### config.mk
export PLATFORM = sky130hd
export DESIGN_NAME = pmc_config
export DESIGN_NICKNAME = d
export VERILOG_FILES = /design/src/pmc_pkg.sv /design/src/pmc_sync.sv /design/src/pmc_config.sv
export SDC_FILE = /design/constraint.sdc
export NUM_CORES = 1
export LEC_CHECK = 0
export BUFFER_PORTS_ARGS = -buffer_cell sky130_fd_sc_hd__buf_4
export CORE_MARGIN = 2
export CORE_UTILIZATION = 50
export CTS_CLUSTER_SIZE = 20
export DETAILED_ROUTE_END_ITERATION = 8
export GPL_TIMING_DRIVEN = 0
export PLACE_DENSITY = 0.75
export SETUP_SLACK_MARGIN = 0.15
export SYNTH_ARGS = -nofsm -noshare
export SYNTH_HDL_FRONTEND = slang
export SYNTH_SLANG_ARGS = --single-unit
### constraint.sdc
create_clock -name ref_clk -period 2.47 [get_ports ref_clk]
set_input_delay 0 -clock ref_clk [delete_from_list [all_inputs] [get_ports ref_clk]]
set_output_delay 0 -clock ref_clk [all_outputs]
set_load 0.02 [all_outputs]
### src/pmc_pkg.sv
package pmc_pkg;
   localparam int unsigned ADDR_W = 6;
   localparam int unsigned DATA_W = 8;
   localparam logic [5:0] DS_THRESH_ADDR = 6'h0A;
   localparam logic [5:0] OFFLINE_DIAG_ADDR = 6'h0B;
   localparam logic [5:0] SUPPLY_MON_ADDR = 6'h0C;
   localparam logic [7:0] DS_THRESH_RST = 8'hDD;
   localparam logic [7:0] OFFLINE_DIAG_RST = 8'h00;
   localparam logic [7:0] SUPPLY_MON_RST = 8'h14;
   // drain-source threshold fields
   localparam int unsigned HS_OC_MSB = 7;
   localparam int unsigned HS_OC_LSB = 4;
   localparam int unsigned LS_OC_MSB = 3;
   localparam int unsigned LS_OC_LSB = 0;
   // offline diagnostic fields
   localparam int unsigned DIAG_EN_BIT = 4;
   localparam int unsigned PULLUP_BIT = 3;
   localparam int unsigned PULLDOWN_BIT = 2;
   // supply monitor fields
   localparam int unsigned UV_MODE_BIT = 7;
   localparam int unsigned OV_MODE_MSB = 6;
   localparam int unsigned OV_MODE_LSB = 5;
   localparam int unsigned OV_DG_MSB = 4;
   localparam int unsigned OV_DG_LSB = 3;
   localparam int unsigned OV_LVL_BIT = 2;
   localparam int unsigned CP_MODE_BIT = 1;
   localparam int unsigned CP_LVL_BIT = 0;
   // overvoltage mode encodings
   localparam logic [1:0] OV_LATCHED = 2'h0;
   localparam logic [1:0] OV_AUTO = 2'h1;
   localparam logic [1:0] OV_WARN = 2'h2;
   localparam logic [1:0] OV_OFF = 2'h3;
   // deglitch times
   localparam int unsigned CLK_MHZ = 50;
   localparam int unsigned DG_US_0 = 1;
   localparam int unsigned DG_US_1 = 2;
   localparam int unsigned DG_US_2 = 4;
   localparam int unsigned DG_US_3 = 8;
   localparam int unsigned DG_CNT_W = 9;
   localparam logic [8:0] DG_CYC_0 = 9'(DG_US_0 * CLK_MHZ);
   localparam logic [8:0] DG_CYC_1 = 9'(DG_US_1 * CLK_MHZ);
   localparam logic [8:0] DG_CYC_2 = 9'(DG_US_2 * CLK_MHZ);
   localparam logic [8:0] DG_CYC_3 = 9'(DG_US_3 * CLK_MHZ);
endpackage : pmc_pkg

### src/pmc_sync.sv
`timescale 1ns/1ns
// three-stage synchroniser; a change counts once stages two and three agree
module pmc_sync (
   input wire logic ref_clk,
   input wire logic reset_n,
   input wire logic asyncIn,
   output logic syncOut
);
   logic [2:0] stage_reg;
   logic [2:0] stage_next;
   logic out_reg;
   logic out_next;

   always_comb begin
      stage_next = {stage_reg[1:0], asyncIn};
      out_next = out_reg;
      if (stage_reg[2] == stage_reg[1]) begin
         out_next = stage_reg[2];
      end
   end

   always_ff @(posedge ref_clk or negedge reset_n) begin
      if (!reset_n) begin
         stage_reg <= 3'h0;
         out_reg <= 1'b0;
      end else begin
         stage_reg <= stage_next;
         out_reg <= out_next;
      end
   end

   assign syncOut = out_reg;
endmodule : pmc_sync

### src/pmc_config.sv
`timescale 1ns/1ns
// Operation
// high-side threshold nibble, reset code 1 V
// low-side threshold nibble, same encoding, 1 V
// offline diagnostic enable, reset disabled
// enable sets real-time monitoring, current sources
// pull-up source needs bit and enable
// pull-down source needs bit and enable
// supply undervoltage mode: latched or auto
// overvoltage mode: latch, auto, warn, off
// overvoltage deglitch 1/2/4/8 us, reset 4
// overvoltage threshold 21.5/28.5 V, reset 28.5
// pump undervoltage mode: latched or auto
// pump threshold 2.5/5 V, reset 2.5
// register resets DDh, 00h, 14h
// latched holds until clear; auto clears
// reserved diagnostic bits are plain storage
module pmc_config (
   input wire logic ref_clk,
   input wire logic reset_n,
   input wire logic regWrite,
   input wire logic [5:0] regAddr,
   input wire logic [7:0] regWdata,
   output logic [7:0] regRdata,
   input wire logic faultClear,
   input wire logic supplyUvCmp,
   input wire logic supplyOvCmp,
   input wire logic pumpUvCmp,
   output logic [3:0] highSideOcThreshold,
   output logic [3:0] lowSideOcThreshold,
   output logic realTimeMonitor,
   output logic bridge1PullupOn,
   output logic bridge1PulldownOn,
   output logic supplyOvThreshold,
   output logic pumpUvThreshold,
   output logic supplyUvFault,
   output logic supplyOvFault,
   output logic supplyOvWarn,
   output logic pumpUvFault
);
   logic [7:0] dsThresh_reg;
   logic [7:0] dsThresh_next;
   logic [7:0] diag_reg;
   logic [7:0] diag_next;
   logic [7:0] supply_reg;
   logic [7:0] supply_next;
   logic [7:0] rdata_reg;
   logic [7:0] rdata_next;
   logic [8:0] dgCnt_reg;
   logic [8:0] dgCnt_next;
   logic ovQual_reg;
   logic ovQual_next;
   logic uvFault_reg;
   logic uvFault_next;
   logic ovFault_reg;
   logic ovFault_next;
   logic ovWarn_reg;
   logic ovWarn_next;
   logic cpFault_reg;
   logic cpFault_next;
   logic [3:0] hsOut_reg;
   logic [3:0] lsOut_reg;
   logic rtm_reg;
   logic pu_reg;
   logic pd_reg;
   logic ovLvl_reg;
   logic cpLvl_reg;
   logic uvSync;
   logic ovSync;
   logic cpSync;
   logic [1:0] ovMode;
   logic [8:0] dgLimit;

   pmc_sync uvSyncInst (
      .ref_clk(ref_clk),
      .reset_n(reset_n),
      .asyncIn(supplyUvCmp),
      .syncOut(uvSync)
   );
   pmc_sync ovSyncInst (
      .ref_clk(ref_clk),
      .reset_n(reset_n),
      .asyncIn(supplyOvCmp),
      .syncOut(ovSync)
   );
   pmc_sync cpSyncInst (
      .ref_clk(ref_clk),
      .reset_n(reset_n),
      .asyncIn(pumpUvCmp),
      .syncOut(cpSync)
   );

   // response of a mode-selected monitor: set wins over clear
   function automatic logic faultNext(input logic cur, input logic cond, input logic auto,
                                      input logic clr);
      logic res;
      res = cur;
      if (cond) begin
         res = 1'b1;
      end else if (auto || clr) begin
         res = 1'b0;
      end
      return res;
   endfunction : faultNext

   // register file
   always_comb begin
      dsThresh_next = dsThresh_reg;
      diag_next = diag_reg;
      supply_next = supply_reg;
      if (regWrite) begin
         unique case (regAddr)
            pmc_pkg::DS_THRESH_ADDR: dsThresh_next = regWdata;
            pmc_pkg::OFFLINE_DIAG_ADDR: diag_next = regWdata;
            pmc_pkg::SUPPLY_MON_ADDR: supply_next = regWdata;
            default: ;
         endcase
      end
      unique case (regAddr)
         pmc_pkg::DS_THRESH_ADDR: rdata_next = dsThresh_reg;
         pmc_pkg::OFFLINE_DIAG_ADDR: rdata_next = diag_reg;
         pmc_pkg::SUPPLY_MON_ADDR: rdata_next = supply_reg;
         default: rdata_next = 8'h00;
      endcase
   end

   always_ff @(posedge ref_clk or negedge reset_n) begin
      if (!reset_n) begin
         dsThresh_reg <= pmc_pkg::DS_THRESH_RST;
         diag_reg <= pmc_pkg::OFFLINE_DIAG_RST;
         supply_reg <= pmc_pkg::SUPPLY_MON_RST;
         rdata_reg <= 8'h00;
      end else begin
         dsThresh_reg <= dsThresh_next;
         diag_reg <= diag_next;
         supply_reg <= supply_next;
         rdata_reg <= rdata_next;
      end
   end

   // overvoltage deglitch and fault responses
   assign ovMode = supply_reg[pmc_pkg::OV_MODE_MSB:pmc_pkg::OV_MODE_LSB];

   always_comb begin
      unique case (supply_reg[pmc_pkg::OV_DG_MSB:pmc_pkg::OV_DG_LSB])
         2'h0: dgLimit = pmc_pkg::DG_CYC_0;
         2'h1: dgLimit = pmc_pkg::DG_CYC_1;
         2'h2: dgLimit = pmc_pkg::DG_CYC_2;
         2'h3: dgLimit = pmc_pkg::DG_CYC_3;
      endcase
      dgCnt_next = 9'h000;
      ovQual_next = 1'b0;
      if (ovSync && ovMode != pmc_pkg::OV_OFF) begin
         if (dgCnt_reg >= dgLimit) begin
            dgCnt_next = dgCnt_reg;
            ovQual_next = 1'b1;
         end else begin
            dgCnt_next = dgCnt_reg + 9'h001;
         end
      end
      uvFault_next = faultNext(uvFault_reg, uvSync,
                               supply_reg[pmc_pkg::UV_MODE_BIT], faultClear);
      cpFault_next = faultNext(cpFault_reg, cpSync,
                               supply_reg[pmc_pkg::CP_MODE_BIT], faultClear);
      ovFault_next = 1'b0;
      ovWarn_next = 1'b0;
      unique case (ovMode)
         pmc_pkg::OV_LATCHED: ovFault_next = faultNext(ovFault_reg, ovQual_reg, 1'b0,
                                                       faultClear);
         pmc_pkg::OV_AUTO: ovFault_next = faultNext(ovFault_reg, ovQual_reg, 1'b1,
                                                    faultClear);
         pmc_pkg::OV_WARN: ovWarn_next = faultNext(ovWarn_reg, ovQual_reg, 1'b0, faultClear);
         pmc_pkg::OV_OFF: ;
      endcase
   end

   always_ff @(posedge ref_clk or negedge reset_n) begin
      if (!reset_n) begin
         dgCnt_reg <= 9'h000;
         ovQual_reg <= 1'b0;
         uvFault_reg <= 1'b0;
         ovFault_reg <= 1'b0;
         ovWarn_reg <= 1'b0;
         cpFault_reg <= 1'b0;
      end else begin
         dgCnt_reg <= dgCnt_next;
         ovQual_reg <= ovQual_next;
         uvFault_reg <= uvFault_next;
         ovFault_reg <= ovFault_next;
         ovWarn_reg <= ovWarn_next;
         cpFault_reg <= cpFault_next;
      end
   end

   // registered control outputs to the analog side
   always_ff @(posedge ref_clk or negedge reset_n) begin
      if (!reset_n) begin
         hsOut_reg <= pmc_pkg::DS_THRESH_RST[pmc_pkg::HS_OC_MSB:pmc_pkg::HS_OC_LSB];
         lsOut_reg <= pmc_pkg::DS_THRESH_RST[pmc_pkg::LS_OC_MSB:pmc_pkg::LS_OC_LSB];
         rtm_reg <= 1'b0;
         pu_reg <= 1'b0;
         pd_reg <= 1'b0;
         ovLvl_reg <= pmc_pkg::SUPPLY_MON_RST[pmc_pkg::OV_LVL_BIT];
         cpLvl_reg <= pmc_pkg::SUPPLY_MON_RST[pmc_pkg::CP_LVL_BIT];
      end else begin
         hsOut_reg <= dsThresh_reg[pmc_pkg::HS_OC_MSB:pmc_pkg::HS_OC_LSB];
         lsOut_reg <= dsThresh_reg[pmc_pkg::LS_OC_MSB:pmc_pkg::LS_OC_LSB];
         rtm_reg <= diag_reg[pmc_pkg::DIAG_EN_BIT];
         pu_reg <= diag_reg[pmc_pkg::PULLUP_BIT] & diag_reg[pmc_pkg::DIAG_EN_BIT];
         pd_reg <= diag_reg[pmc_pkg::PULLDOWN_BIT] & diag_reg[pmc_pkg::DIAG_EN_BIT];
         ovLvl_reg <= supply_reg[pmc_pkg::OV_LVL_BIT];
         cpLvl_reg <= supply_reg[pmc_pkg::CP_LVL_BIT];
      end
   end

   assign regRdata = rdata_reg;
   assign highSideOcThreshold = hsOut_reg;
   assign lowSideOcThreshold = lsOut_reg;
   assign realTimeMonitor = rtm_reg;
   assign bridge1PullupOn = pu_reg;
   assign bridge1PulldownOn = pd_reg;
   assign supplyOvThreshold = ovLvl_reg;
   assign pumpUvThreshold = cpLvl_reg;
   assign supplyUvFault = uvFault_reg;
   assign supplyOvFault = ovFault_reg;
   assign supplyOvWarn = ovWarn_reg;
   assign pumpUvFault = cpFault_reg;
endmodule : pmc_config

==> results of run 1 <==
==> layout make-up <==
| cell class | count | area (um2) | share of cell area |
|---|---|---|---|
| tap | 72 | 90.09 | 0.02250 |
| inverter | 11 | 41.29 | 0.01031 |
| sequential | 71 | 1795 | 0.4484 |
| clock buffer | 11 | 141.4 | 0.03531 |
| clock inverter | 5 | 106.4 | 0.02656 |
| multi-input combinational | 136 | 1266 | 0.3162 |
| timing repair buffer | 65 | 529.3 | 0.1322 |
| buffer | 4 | 33.78 | 0.008438 |
==> layer usage <==
layer,up-vias,GRT usage,share of wire
li1,933,-,-
met1,1011,0.2643,0.41
met2,51,0.3558,0.53
met3,10,0.05281,0.044
met4,0,0.08983,0.013
met5,-,0,0
==> power groups by stage <==
stage / clock network (W) / logic (W) / registers [W]
3_3_place_gp: 0 / 0.000321 / 0.00138
5_1_grt: 0.00120 / 0.000481 / 0.00138
4_1_cts: 0.00115 / 0.000393 / 0.00136
2_1_floorplan: 0 / 0.000160 / 0.00140
6_report: 0.00113 / 0.000439 / 0.00137
3_5_place_dp: 0 / 0.000336 / 0.00139
==> worst max-delay path, stage by stage (launching register included) <==
cell and delay [ns]:
dfstp_2 0.57, inv_2 0.06, ha_4 0.28, inv_2 0.04, ha_4 0.26, nand4_1 0.16, a221oi_4 0.33, buf_6 0.20
buf_6 0.14, o31ai_2 0.07, a21oi_1 0.15
==> cell usage after synthesis (all sizes together) (2+ instances only) <==
library cell  instances
a21o                  2
nor4b                 2
a21oi                 9
nand4                 5
nor2                  7
clkbuf                2
nand2                17
ha                   13
nand2b                4
mux2i                12
and2                  3
mux2                 24
maj3                  3
inv                  11
dfrtp                56
or4                   3
dfstp                15
buf                   2
nor4                  3
o31ai                 3
o21ai                13
nand3                 4
nor3b                 2
==> logic make-up after synthesis <==
logic type                 after synthesis
AOI/OAI and AO/OA                       29
DFF                                     71
muxes                                   36
and+or+nand+nor                         55
buffers and inverters                   15
adders and majority gates               16
==> stage by stage <==
| stage | cell area (um2) | util | std cells |
|---|---|---|---|
| after CTS | 3900 | 0.6954 | 373 |
| after detailed placement | 3373 | 0.6015 | 339 |
| after floorplan | 2945 | - | 222 |
| final | 4004 | 0.7140 | 375 |
| after global placement | 3373 | 0.6015 | 339 |
| after global routing | 4004 | 0.7140 | 375 |
==> worst paths after layout <==
| kind | start | end | slack, ns | depth (start not counted) |
|---|---|---|---|---|
| max in group asynchronous | reset_n | ovSyncInst.stage_reg[2]$_DFF_PN0_ | 1.62 | 2 |
| min reg2reg | uvSyncInst.stage_reg[0]$_DFF_PN0_ | uvSyncInst.stage_reg[1]$_DFF_PN0_ | 0.35 | 0 |
| min in group asynchronous | reset_n | diag_reg[1]$_DFFE_PN0P_ | 0.31 | 2 |
| min | regAddr[0] | regRdata[2]$_DFF_PN0_ | 0.02 | 4 |
| max | supply_reg[4]$_DFFE_PN1P_ | dgCnt_reg[4]$_DFFE_PN0P_ | 0.13 | 10 |
| max reg2reg | supply_reg[4]$_DFFE_PN1P_ | dgCnt_reg[4]$_DFFE_PN0P_ | 0.13 | 10 |
==> repair_timing <==
item	4_1_cts	5_1_grt
setup endpoints to repair	10	10
pin swaps	7	14
hold endpoints to repair	86	0
gates cloned	1	0
hold buffers	13	0
resized for setup	22	19
setup buffers	4	2
==> flow_summary_export.csv, run 1 <==
group,metric,value,unit
yosys,synth_fa_ha_area_frac,0.06556,
power,seq_power_share,0.466,
global_route,grt_pass1_wl,10180,um
setup_path,crit_path_end_kind,"flop",
power,irDropWorstVdd,0.5169,mV
placement,place.gp.congestion,0.8577,
yosys,syn_nets,256,
placement,port_buffers,45,
sta,fmax,0.4266,GHz
yosys,synth_xor_area_frac,0,
yosys,syn_area,0.002939,mm2
yosys,syn_inst,222,
finish,area_growth_syn_to_layout,36.23,%
drt,dr.pass1.iters,4,
clock_network,cts_tree,"built",
drt,drt_iter0_drc,90,
setup_path,crit_path_max_fanout,6,
sta,post-route-min-period,2.344,ns
power,power,0.002932,W
clock_network,worstSkewPairLatency,0.34,ns
sta,skew,0.006331,ns
global_route,antenna_found_initial,0,
finish,largest_reg_flops,9,
clock_network,clk_pin_slew,0.07,ns
setup_path,worstPathRequired,2.73,ns
yosys,seq_area_frac_synth,0.6109,
yosys,synth.top_cell.area_share,0.4768,
yosys,synth-main-ff-cell,"dfrtp_1",
yosys,yosys.area.top_type,"dfrtp_1",
drt,post_drt_via_cell_ratio,5.347,
power,switching_share,0.2446,
sta,drv_slew,0,
finish,diodes,0,
yosys,muxShareOfSynthArea,0.1354,
sta,tns,0,ns
floorplanning,dieArea,0.006508,mm2
global_route,grt_max_degree,72,
power,p_per_area,732.4,mW/mm2
hold_path,hold_class,"input port to flop",
sta,finalCritPeriodShare,0.9490,
floorplanning,io_pins,46,
clock_network,cts_buffers,9,
yosys,async_flop_share,1.000,
setup_path,cp.arrival,2.61,ns
sta,hold_viol,0,
setup_path,worstSetupStartpointType,"flop",
sta,fin_ws,0.1260,ns
yosys,synth_top_family_by_area,"multiplexers",
clock_network,cts.sinks,71,
power,p_int,0.002215,W
clock_network,cts_root_buf,"clkbuf_8",
yosys,syn_avg_cell_area,13.24,um2
floorplanning,initial_core_util,0.5241,
placement,dpl.hpwl,3820,um
drt,drtAntennaViolNets,0,
power,power.switching,0.0007171,W
clock_network,cts_buffer_depth,2,
finish,nFillCells,403,
global_route,grt_pass1_vias,2094,
finish,drive_gt1_frac,0.4521,
global_route,overflow,0,
finish,layout.nets,332,
sta,rsz0062_at_grt,"true",
power,p_leak,1.834,nW
floorplanning,core,0.005608,mm2
clock_network,htree_levels,3,
setup_path,crit_type,"flop to flop",
power,p_clk_frac,0.384,
drt,drc,0,
yosys,synthTopCellsByArea,"dfrtp_1 48%, dfstp_2 13%, mux2_2 8.4%",
finish,layout_common_cells,"56 x dfrtp_1, 48 x buf_4, 22 x mux2_2",
drt,wirelength,6149,um
yosys,synth_seq_cells,71,
placement,dp_worst_setup_slack,-0.2484,ns
floorplanning,rows,27,
sta,timing.hold.ws,0.01637,ns
finish,final_common_cell,"dfrtp_1",
sta,worst-slew-pin-transition,0.8393,ns
floorplanning,dieHeight,80.67,um
power,comb_power_share,0.150,
global_route,track_usage,0.2132,
floorplanning,dieWidth,80.67,um
sta,relSlewSlack,0.4405,
sta,setup_viol,0,
yosys,synth_edf_count,0,
run_status,outcome,"finished clean",
yosys,synth_compound_area_frac,0.05790,
yosys,yosysUniqueCellTypes,36,
yosys,ys_warn_count,0,
drt,wl_per_cell,16.40,um
run,maxCapViolCount,0,
yosys,synth-simple-area-share,0.1103,
drt,vias,2005,
Note: power is estimated with default switching activity, not from simulation.
==> run 2, diff against run 1 <==
- CORE_UTILIZATION: 50 -> 53
- CTS_BUF_LIST: default -> sky130_fd_sc_hd__clkbuf_8
- PLACE_DENSITY: 0.75 -> 0.78
==> flow_summary_export.csv, run 2 (synthesis results as in run 1) <==
group,metric,value,unit
run_status,outcome,"finished clean",
global_route,grt_pass1_vias,2053,
finish,diodes,0,
floorplanning,dieHeight,78.47,um
sta,fmax,0.4445,GHz
drt,drtAntennaViolNets,0,
finish,multiInputGateArea,0.001262,mm2
clock_network,cts_buffer_depth,2,
setup_path,worstPathRequired,2.74,ns
placement,place.gp.congestion,0.8225,
setup_path,r2r_slack,0.22,ns
drt,dr.pass1.iters,4,
power,p_leak,1.794,nW
placement,port_buffers,45,
sta,rsz0062_at_grt,"false",
sta,finalCritPeriodShare,0.9109,
run,maxCapViolCount,0,
global_route,antenna_found_initial,0,
drt,wirelength,6029,um
setup_path,crit_type,"flop to flop",
power,irDropWorstVdd,0.5023,mV
finish,layout_common_cells,"56 x dfrtp_1, 47 x buf_4, 22 x mux2_2",
global_route,grt_max_degree,72,
floorplanning,dieArea,0.006157,mm2
floorplanning,dieWidth,78.47,um
placement,placed_cell_area,0.003373,mm2
clock_network,cts_tree,"built",
finish,final_common_cell,"dfrtp_1",
sta,relSlewSlack,0.4310,
setup_path,cp.arrival,2.52,ns
global_route,overflow,0,
sta,post-route-min-period,2.250,ns
finish,area_growth_syn_to_layout,33.25,%
sta,setup_viol,0,
drt,vias,1980,
finish,fin_area,0.003916,mm2
setup_path,worstSetupStartpointType,"flop",
global_route,track_usage,0.2114,
clock_network,htree_levels,3,
clock_network,cts.sinks,71,
power,power,0.002542,W
floorplanning,rows,27,
finish,drive_gt1_frac,0.4319,
global_route,grt_pass1_wl,9853,um
drt,drt_iter0_drc,64,
placement,dpl.hpwl,3720,um
floorplanning,io_pins,46,
power,p_per_area,649.0,mW/mm2
clock_network,cts_root_buf,"clkbuf_8",
drt,post_drt_via_cell_ratio,5.308,
finish,layout.nets,330,
drt,drc,0,
sta,drv_slew,0,
floorplanning,initial_core_util,0.5404,
clock_network,worstSkewPairLatency,0.34,ns
floorplanning,core,0.005439,mm2
hold_path,hold_class,"input port to flop",
sta,hold_viol,0,
clock_network,clk_pin_slew,0.07,ns
setup_path,crit_path_end_kind,"flop",
finish,nFillCells,353,
clock_network,cts_buffers,9,
setup_path,crit_path_max_fanout,7,
sta,skew,0.007341,ns
sta,worst-slew-pin-transition,0.8535,ns
drt,wl_per_cell,16.16,um
finish,largest_reg_flops,9,
finish,area.sequential,0.001795,mm2
run 2: cell type report:
type,instances,area share
Tap cell,72,0.02300
Multi-Input combinational cell,136,0.3224
Inverter,11,0.01118
Buffer,4,0.008946
Timing Repair Buffer,63,0.1355
Clock buffer,9,0.03163
Sequential cell,71,0.4585
Clock inverter,7,0.008946
run 2: final timing paths:
check                                                  start                                 to  cells after the start
max in group asynchronous                            reset_n  ovSyncInst.stage_reg[2]$_DFF_PN0_                      2
setup reg to reg                   supply_reg[4]$_DFFE_PN1P_           dgCnt_reg[1]$_DFFE_PN0P_                      9
min in group asynchronous                            reset_n        dsThresh_reg[1]$_DFFE_PN0P_                      2
hold reg to reg            uvSyncInst.stage_reg[0]$_DFF_PN0_  uvSyncInst.stage_reg[1]$_DFF_PN0_                      0
hold / removal                                    regAddr[0]              regRdata[0]$_DFF_PN0_                      4
setup / recovery                   supply_reg[4]$_DFFE_PN1P_           dgCnt_reg[1]$_DFFE_PN0P_                      9
run 2: stage by stage:
stage               setup slack [ns]  TNS [ns]  utilization  hold slack, ns  instances
global placement             -0.1773   -0.9473       0.6202          0.1098        339
CTS                           0.1598         0       0.6940        0.007134        369
global route                  0.1295         0       0.7200         0.03561        373
floorplan                     0.1409         0            -         -0.2956        222
finish                        0.2201         0       0.7200         0.01350        373
detailed placement           -0.2465    -1.554       0.6202          0.1106        339
run 2: metal layers:
| layer | track usage | vias up | share of wire |
|---|---|---|---|
| li1 | - | 929 | - |
| met1 | 0.2642 | 994 | 0.42 |
| met2 | 0.3526 | 46 | 0.52 |
| met3 | 0.05517 | 11 | 0.040 |
| met4 | 0.08421 | 0 | 0.017 |
| met5 | 0 | - | 0 |
run 2: repair_timing:
action | in CTS | in global routing
hold buffers | 13 | 0
endpoints found under the setup margin | 10 | 9
hold endpoints to repair | 86 | 0
gates cloned | 0 | 2
pin swaps | 2 | 11
resized for setup | 18 | 22
buffers inserted | 1 | 2
run 2: critical path, cell delays in order (launching register included):
cell      delay (ns)
dfstp_2         0.58
inv_4           0.06
ha_4            0.28
inv_2           0.05
ha_4            0.27
nand4_1         0.15
a221oi_4        0.37
buf_6           0.20
o21ai_0         0.10
a21oi_1         0.13
run 2: report_power, final:
| group | leakage [nW] | total [W] | internal, W | switching, W |
|---|---|---|---|---|
| registers | 0.888 | 0.00137 | 0.00129 | 0.0000786 |
| logic | 0.816 | 0.000421 | 0.000214 | 0.000207 |
| clock network | 0.0902 | 0.000753 | 0.000348 | 0.000405 |
| total | 1.79 | 0.00254 | 0.00185 | 0.000691 |
